===== src/hw/quad_out_pkg.sv =====
// constants for the quadrature displacement output block
// Function
// - two square phases with complements, second phase a quarter cycle apart from the first
// - edges at least 0.4 us apart at 1 um, 0.2 us finer; error pulses 0.4 us
// - retracting spindle makes phase A lead; extending makes phase B lead
// - valid real-time pulses guaranteed only at spindle speed up to 250 mm/s
// - emitted count catches up with true position within 1 us; the code only raises lag_overrun once it trails longer than that
// - on error both phases toggle together on the same edge
// - error state entered on overspeed or disturbed detection
// - origin phase pulses only at the mark, about 40 to 60 um wide
// - origin edge repeats within 0.5 um from same direction below 300 mm/s
package quad_out_pkg;
   localparam int CLK_PERIOD_NS      = 10;
   localparam int GAP_FINE_NS        = 200;   // min_realtime_edge_gap, finer resolutions
   localparam int GAP_COARSE_NS      = 400;   // min_realtime_edge_gap, 1 um resolution
   localparam int ERR_WIDTH_NS       = 400;   // min_error_pulse_width
   localparam int OUT_DELAY_NS       = 1000;  // longest output delay
   localparam int GAP_FINE_CYC       = (GAP_FINE_NS + CLK_PERIOD_NS - 1) / CLK_PERIOD_NS;
   localparam int GAP_COARSE_CYC     = (GAP_COARSE_NS + CLK_PERIOD_NS - 1) / CLK_PERIOD_NS;
   localparam int ERR_WIDTH_CYC      = (ERR_WIDTH_NS + CLK_PERIOD_NS - 1) / CLK_PERIOD_NS;
   localparam int OUT_DELAY_CYC      = OUT_DELAY_NS / CLK_PERIOD_NS;
   localparam int CNT_W              = 8;
   localparam logic [1:0] RES_1UM    = 2'h0;
   localparam logic [1:0] RES_0P5UM  = 2'h1;
   localparam logic [1:0] RES_0P1UM  = 2'h2;
   typedef enum logic [1:0] {ST_TRACK, ST_ERROR} out_state_t;
endpackage : quad_out_pkg


===== src/hw/quadrature_displacement_output.sv =====
// quadrature pulse generator following a scale position count
`timescale 1ns/1ps
module quadrature_displacement_output #(
   parameter int POS_W = 24
) (
   input  wire logic                      mclk,
   input  wire logic                      resetn,
   input  wire logic [POS_W-1:0]          scale_position,
   input  wire logic [1:0]                resolution_sel,
   input  wire logic                      overspeed,
   input  wire logic                      detect_fault,
   input  wire logic                      origin_mark,
   output logic                           phase_a_true,
   output logic                           phase_a_comp,
   output logic                           phase_b_true,
   output logic                           phase_b_comp,
   output logic                           origin_pulse_out,
   output logic                           origin_pulse_comp,
   output logic                           error_active,
   output logic                           lag_overrun
);
   import quad_out_pkg::*;

   // position difference sign needs a few bits; counters stay within one word
   if (POS_W < 4 || POS_W > 32) begin : g_bad_pos_w
      $error("POS_W out of range");
   end

   ////////////////////////////////////////////////////////////////////////////
   // emitted position chases the scale position one step per gap
   logic [POS_W-1:0]  emitted_reg;
   logic [CNT_W-1:0]  gap_reg;
   logic [CNT_W-1:0]  lag_reg;
   logic [1:0]        quad_reg;
   logic              err_a_reg;
   out_state_t        state_reg;
   logic              origin_reg;
   logic              lag_over_reg;

   wire logic [CNT_W-1:0] gap_limit = (resolution_sel == RES_1UM)
                                      ? CNT_W'(GAP_COARSE_CYC - 1) : CNT_W'(GAP_FINE_CYC - 1);
   wire logic [POS_W-1:0] diff      = scale_position - emitted_reg;
   wire logic             behind    = (diff != '0);
   wire logic             go_up     = ~diff[POS_W-1];  // retracting counts up
   wire logic             gap_done  = (gap_reg >= gap_limit);
   wire logic             fault     = overspeed | detect_fault;
   wire logic             step_ok   = behind & gap_done;
   // gray sequence (A,B) 00,10,11,01: A leads B while counting up
   wire logic [1:0]       quad_up   = {~quad_reg[0], quad_reg[1]};
   wire logic [1:0]       quad_dn   = {quad_reg[0], ~quad_reg[1]};
   wire logic             err_tick  = (gap_reg >= CNT_W'(ERR_WIDTH_CYC - 1));

   ////////////////////////////////////////////////////////////////////////////
   always_ff @(posedge mclk) begin
      if (!resetn) begin
         emitted_reg  <= '0;
         gap_reg      <= '0;
         lag_reg      <= '0;
         quad_reg     <= 2'h0;
         err_a_reg    <= 1'b0;
         state_reg    <= ST_TRACK;
         origin_reg   <= 1'b0;
         lag_over_reg <= 1'b0;
      end else begin
         origin_reg <= origin_mark & ~fault;
         case (state_reg)
            ST_TRACK: begin
               if (fault) begin
                  state_reg <= ST_ERROR;
                  gap_reg   <= '0;
               end else if (step_ok) begin
                  emitted_reg <= go_up ? emitted_reg + 1'b1 : emitted_reg - 1'b1;
                  quad_reg    <= go_up ? quad_up : quad_dn;
                  gap_reg     <= '0;
               end else if (!gap_done) begin
                  gap_reg <= gap_reg + 1'b1;
               end
               // count how long we have trailed; flag a miss of the delay budget
               if (behind && !fault) begin
                  if (lag_reg < CNT_W'(OUT_DELAY_CYC)) lag_reg <= lag_reg + 1'b1;
                  else lag_over_reg <= 1'b1;
               end else begin
                  lag_reg      <= '0;
                  lag_over_reg <= 1'b0;
               end
            end
            ST_ERROR: begin
               // resync at the scale on exit; counts from the error span are void
               lag_reg <= '0;
               if (err_tick) begin
                  gap_reg   <= '0;
                  err_a_reg <= ~err_a_reg;
                  if (!fault) begin
                     state_reg   <= ST_TRACK;
                     emitted_reg <= scale_position;
                  end
               end else begin
                  gap_reg <= gap_reg + 1'b1;
               end
            end
            default: state_reg <= ST_TRACK;
         endcase
      end
   end

   ////////////////////////////////////////////////////////////////////////////
   wire logic in_err = (state_reg == ST_ERROR);
   wire logic a_nxt  = in_err ? err_a_reg : quad_reg[1];
   wire logic b_nxt  = in_err ? err_a_reg : quad_reg[0];

   always_ff @(posedge mclk) begin
      if (!resetn) begin
         phase_a_true      <= 1'b0;
         phase_a_comp      <= 1'b1;
         phase_b_true      <= 1'b0;
         phase_b_comp      <= 1'b1;
         origin_pulse_out  <= 1'b0;
         origin_pulse_comp <= 1'b1;
         error_active      <= 1'b0;
         lag_overrun       <= 1'b0;
      end else begin
         phase_a_true      <= a_nxt;
         phase_a_comp      <= ~a_nxt;
         phase_b_true      <= b_nxt;
         phase_b_comp      <= ~b_nxt;
         origin_pulse_out  <= origin_reg;
         origin_pulse_comp <= ~origin_reg;
         error_active      <= in_err;
         lag_overrun       <= lag_over_reg;
      end
   end
endmodule : quadrature_displacement_output


===== config.mk =====
export PLATFORM = sky130hd
export DESIGN_NAME = quadrature_displacement_output
export DESIGN_NICKNAME = d
export VERILOG_FILES = /design/src/hw/quad_out_pkg.sv /design/src/hw/quadrature_displacement_output.sv
export SDC_FILE = /design/constraint.sdc
export NUM_CORES = 1
export LEC_CHECK = 0
export ABC_CLOCK_PERIOD_IN_PS = 10500
export BUFFER_PORTS_ARGS = -buffer_cell sky130_fd_sc_hd__buf_2
export CAP_MARGIN = 20
export CORE_MARGIN = 5
export CORE_UTILIZATION = 55
export DETAILED_ROUTE_END_ITERATION = 7
export PLACE_DENSITY = 0.74
export SYNTH_ARGS = -nofsm -noshare
export SYNTH_HDL_FRONTEND = slang
export SYNTH_SLANG_ARGS = --single-unit

===== constraint.sdc =====
create_clock -name mclk -period 10.5 [get_ports mclk]
set_input_delay 1.05 -clock mclk [delete_from_list [all_inputs] [get_ports mclk]]
set_output_delay 1.05 -clock mclk [all_outputs]
set_load 0.02 [all_outputs]

=== Word level (Yosys, flattened, before mapping) ===
Index checks and enable logic that the tools add are counted.

* Register bits: 55
* Input bits: 31
* Output and inout bits: 8
* Word-level logic and storage cells: 80

* Add/sub/neg operators: 5
* Order comparisons: 3
* Equal/unequal tests: 9
* Muxes and demuxes: 24
* Bitwise logic cells: 10
* Reduce and logical (&&, ||, !) cells: 13

{| class="wikitable"
|+ Operators by type and width
! kind !! number
|-
| 24-bit 2-to-1 mux || 5
|-
| 8-bit 2-to-1 mux || 6
|-
| 24-bit case mux with 2 select lines || 1
|-
| 8-bit case mux with 2 select lines || 2
|-
| 24-bit by 1-bit adder with 24-bit output, second input constant || 1
|-
| 24-bit nonzero test || 1
|-
| 24-bit by 1-bit subtractor with 24-bit output, second input constant || 1
|-
| 24-bit subtractor || 1
|-
| 8-bit by 1-bit adder with 8-bit output, second input constant || 2
|-
| 2-bit != test, second input constant || 6
|-
| 8-bit by 6-bit greater-or-equal comparator with 1-bit output || 1
|-
| 8-bit by 6-bit greater-or-equal comparator with 1-bit output, second input constant || 1
|-
| 8-bit by 7-bit < comparator with 1-bit output, second input constant || 1
|-
| 2-bit 2-to-1 mux || 4
|-
| 2-bit AND reduction || 4
|-
| 1-bit NOT || 7
|-
| 6-bit 2-to-1 mux || 1
|-
| 3-bit AND reduction || 2
|-
| 5-bit AND reduction || 1
|-
| 2-bit zero test || 2
|-
| 1-bit 2-to-1 mux || 4
|-
| 4-bit != test, second input constant || 1
|-
| 2-bit case mux with 2 select lines || 1
|-
| 3-bit != test, second input constant || 1
|-
| other kinds (6) || 7
|}

=== Logic depth before layout (Yosys ltp) ===
* Depth in word-level cells: 7
* Mapped depth: 23
* Gate-level depth less buffers: 22

=== Least setup slack after synthesis ===
No wires, ideal clock.

* Path kind: input to register
* From: input scale_position[13]
* To: register emitted_reg[23]
* Library setup time: 130 ps
* Arrival time: 6207 ps
* Required time: 10370 ps
* Slack: 4162 ps
* Cell stages on the path: 22
* Buffers on the path: 1
* Cell sequence: ha_1 clkbuf_1 nand2_1 or3_1 o22ai_1 a21oi_1 a31oi_1 a21o_1 a21oi_1 xor2_1 ha_1 a21oi_1 o211ai_1 a211o_1 a31oi_1 a21oi_1 a21o_1 a21oi_1 a221oi_1 xor2_1 a211oi_1 a211oi_1

* Word-level cells in the longest chain between the ends: 5
* Elaborated cells on any way between the ends: 9
* Those cells by class: add/sub: 1; eq/ne: 1; mux: 4; bitwise: 1; reduce/logical: 2

{| class="wikitable"
|+ Ends and longest elaborated chain
! element !! RTL line !! RTL
|-
| start: declaration || quadrature_displacement_output.sv:8 || <nowiki>input wire logic [POS_W-1:0] scale_position,</nowiki>
|-
| 24-bit subtractor * || quadrature_displacement_output.sv:42 || <nowiki>wire logic [POS_W-1:0] diff = scale_position - emitted_reg;</nowiki>
|-
| 24-bit nonzero test or 24-bit 2-to-1 mux (tied branches) || quadrature_displacement_output.sv:43, quadrature_displacement_output.sv:72 ||
|-
| 1-bit AND or 24-bit 2-to-1 mux (tied branches) || quadrature_displacement_output.sv:47, quadrature_displacement_output.sv:71 ||
|-
| 2-bit != test (no source line) or 24-bit 2-to-1 mux (tied branches) || - ||
|-
| 5-bit AND reduction (no source line) or 24-bit case mux with 2 select lines (tied branches) || - ||
|-
| end signal: assignment || quadrature_displacement_output.sv:72 || <nowiki>emitted_reg <= go_up ? emitted_reg + 1'b1 : emitted_reg - 1'b1;</nowiki>
|-
| end signal: assignment || quadrature_displacement_output.sv:95 || <nowiki>emitted_reg <= scale_position;</nowiki>
|-
| end: declaration || quadrature_displacement_output.sv:31 || <nowiki>logic [POS_W-1:0] emitted_reg;</nowiki>
|}

Mark *: on every way between the ends. The rest lies on a longest branch, timed or not. The select of a mux whose other input is x is not followed.
A chain may end at the register's enable or synchronous reset.

=== Worst setup path after layout ===
* From: input scale_position[6]
* To: register emitted_reg[19]

Same word-level chain as after synthesis.

==> flow_summary.yaml <==
run_status:
  status: "finished clean"
yosys:
  synthArstFlopShare_pct: 0
  ys_seq_elements: 54
  netlist_area_um2: 4880
  ys_warn_count: 0
  synth_top_cell_area_share_pct: 22.2
  yosys_most_used_dff: "dfxtp_1"
  syn_nets: 718
  synth_cell_type_count: 64
  synth_cells: 632
  synth_edf_count: 0
  syn_avg_cell_area_um2: 7.72
  yosysTopAreaCell: "dfxtp_1"
  ys_top_cells_by_area: "dfxtp_1, ha_1, a21oi_1"
  seq_area_frac_synth_pct: 22.2
clocking:
  clkTransAtPathRegs_ns: 0.12
  cts_buffers: 5
  insertion_delay_ns: 0.33
  cts_resized: 0
  cts_hold_buffers: 0
  cts.sinks: 54
  cts_tree: "yes"
  cts_setup_buffers: 0
  cts_max_level: 2
  cts-root-to-sink-buffers: 2
  cts_root_buf: "clkbuf_8"
die:
  die_h_um: 104
  core_area_um2: 8680
  io_pins: 39
  start_util_pct: 56.2
  fp-row-count: 34
  dieWidth_um: 104
  die_area_um2: 10900
setup_path:
  r2r.worst_path.cells: 23
  cp_max_fo: 29
  startpoint_type: "primary input"
  cp_data_arrival_time_ns: 5.86
  worstSetupEndpointType: "flip-flop"
  required_ns: 10.71
  worstSetupPathType: "primary input to flip-flop"
place:
  place_area_um2: 5140
  place.gp.congestion: 0.882
  io_buffers: 38
  place_ws_ns: 4.54
  dp_hpwl_um: 9710
global_routing:
  first_global_vias: 4433
  grt_use_total_pct: 22.9
  grt_max_degree: 51
  grt_pass1_wl_um: 21100
  antenna_found_initial: 2
  grt_overflow_total: 0
final_layout:
  nFillCells: 841
  syn_to_final_growth_pct: 8.03
  design_area_um2: 5270
  layout_commonest_cell: "a21oi_1"
  largest_register_ffs: 24
  final_cell_mix: "a21oi_1, nor2_1, dfxtp_1"
  drive_gt1_share_pct: 9.73
  utilization_pct: 60.7
  final_nets: 743
routing:
  remaining_drc_errors: 0
  ant_nets: 0
  viasPerCell: 6.10
  wl_per_cell_um: 16.3
  drt_pre_antenna_iters: 5
  drtIter0Drc: 261
  vias: 4677
  routed_wirelength_um: 12500
sta:
  worst_pin_slew_ns: 0.557
  fin_crit_ns: 5.65
  drv_slew: 0
  skew_ns: 0.0181
  finalSetupViolations: 0
  rsz0062_at_grt: "false"
  setup_tns_ns: 0
  hold_viol_final: 0
  slew_headroom_pct: 62.7
  clock.fmax_mhz: 177
  final.setup.worst_slack_ns: 4.85
  finalCritPeriodShare_pct: 53.8
power_and_ir_drop:
  power_density_nw_per_um2: 108
  p_leak_nw: 2.34
  ir_worst_vdd_mv: 0.0725
worst_hold_path:
  min_delay_path_depth: 1
  hp-class: "flip-flop to flip-flop"
flow_run:
  cap_violations: 0
-- worst paths after layout --
check                          from                end  slack [ns]
hold / removal           origin_reg  origin_pulse_comp        0.40
hold reg to reg          origin_reg  origin_pulse_comp        0.40
setup reg to reg     emitted_reg[3]    emitted_reg[23]        5.24
setup / recovery  scale_position[6]    emitted_reg[19]        4.85
-- stage by stage --
stage / power, mW / std cells / hold WS (ns)
3_5_place_dp: 0.440 / 757 / 0.380
4_1_cts: 0.570 / 765 / 0.406
2_1_floorplan: 0.389 / 632 / 0.363
3_3_place_gp: 0.437 / 757 / 0.377
5_1_grt: 0.610 / 767 / 0.422
6_report: 0.570 / 767 / 0.402
-- Yosys cell counts, drive strengths merged, types with 3 or more instances --
master  instances
and4            3
nor3           14
or3            14
a211o           4
xor2           23
nand2          45
nor2           55
o21ai          37
a221oi          3
o211ai         19
or4             3
o31ai           3
a211oi         10
nand4          13
o21a            7
or2             4
clkbuf         16
dfxtp          54
mux2i          11
xnor2          17
nand2b          8
o21bai          3
and2            5
o211a          12
buf             7
a31oi           8
a21oi          63
a21o           18
and3            7
nor2b           6
a22oi           3
nand3          11
ha             53
inv            43
-- worst max-delay path, cell delays in order --
cell and delay, ns:
buf_2 0.11, ha_1 0.36, a21o_1 0.24, nor3_1 0.22, a21oi_1 0.19, a21oi_1 0.22, a31oi_1 0.14, a21o_1 0.20
a21oi_1 0.22, xor2_2 0.14, buf_4 0.34, ha_1 0.30, a21oi_1 0.20, o211ai_1 0.23, a211o_1 0.33, a31oi_1 0.20
a21oi_1 0.14, a21o_1 0.24, a211o_1 0.32, xnor2_1 0.19, nor2_1 0.06, a21oi_1 0.13, a21oi_1 0.07
-- per-layer routing --
metal	track usage, %	routed length (um)
met4	7.68	354
met1	29.4	5580
met3	4.59	647
met5	0	11
met2	38.3	5880
-- cell families (layout without fill, tap and decap cells) --
group	count (synthesis)	after routing	share of synthesized area, %
AO/OA/AOI/OAI	209	209	28.4
AND/OR/NAND/NOR	194	194	19.6
buffers and inverters	67	93	5.41
adder cells (fa/ha/maj)	55	55	14.4
flip-flops	54	54	22.2
XOR/XNOR	40	40	7.33
multiplexers	13	13	2.72
other	0	1	0
-- power breakdown --
group,switching (mW),internal (mW),total [mW],leakage (nW)
Clock,0.0789,0.0497,0.129,0.0502
Combinational,0.134,0.0924,0.226,1.85
Sequential,0.00489,0.210,0.215,0.438
-- final cells by class --
class / instances / area (um2) / area share, %
well taps: 108 / 135 / 2.56
multi-input cells: 511 / 3560 / 67.5
clock buffers: 5 / 68.8 / 1.31
flip-flops and latches: 54 / 1080 / 20.5
clock inverters: 3 / 28.8 / 0.546
inverters: 44 / 165 / 3.13
diodes: 1 / 2.50 / 0.0475
repair buffers: 41 / 233 / 4.41
Note: power is estimated with default switching activity, not from simulation.
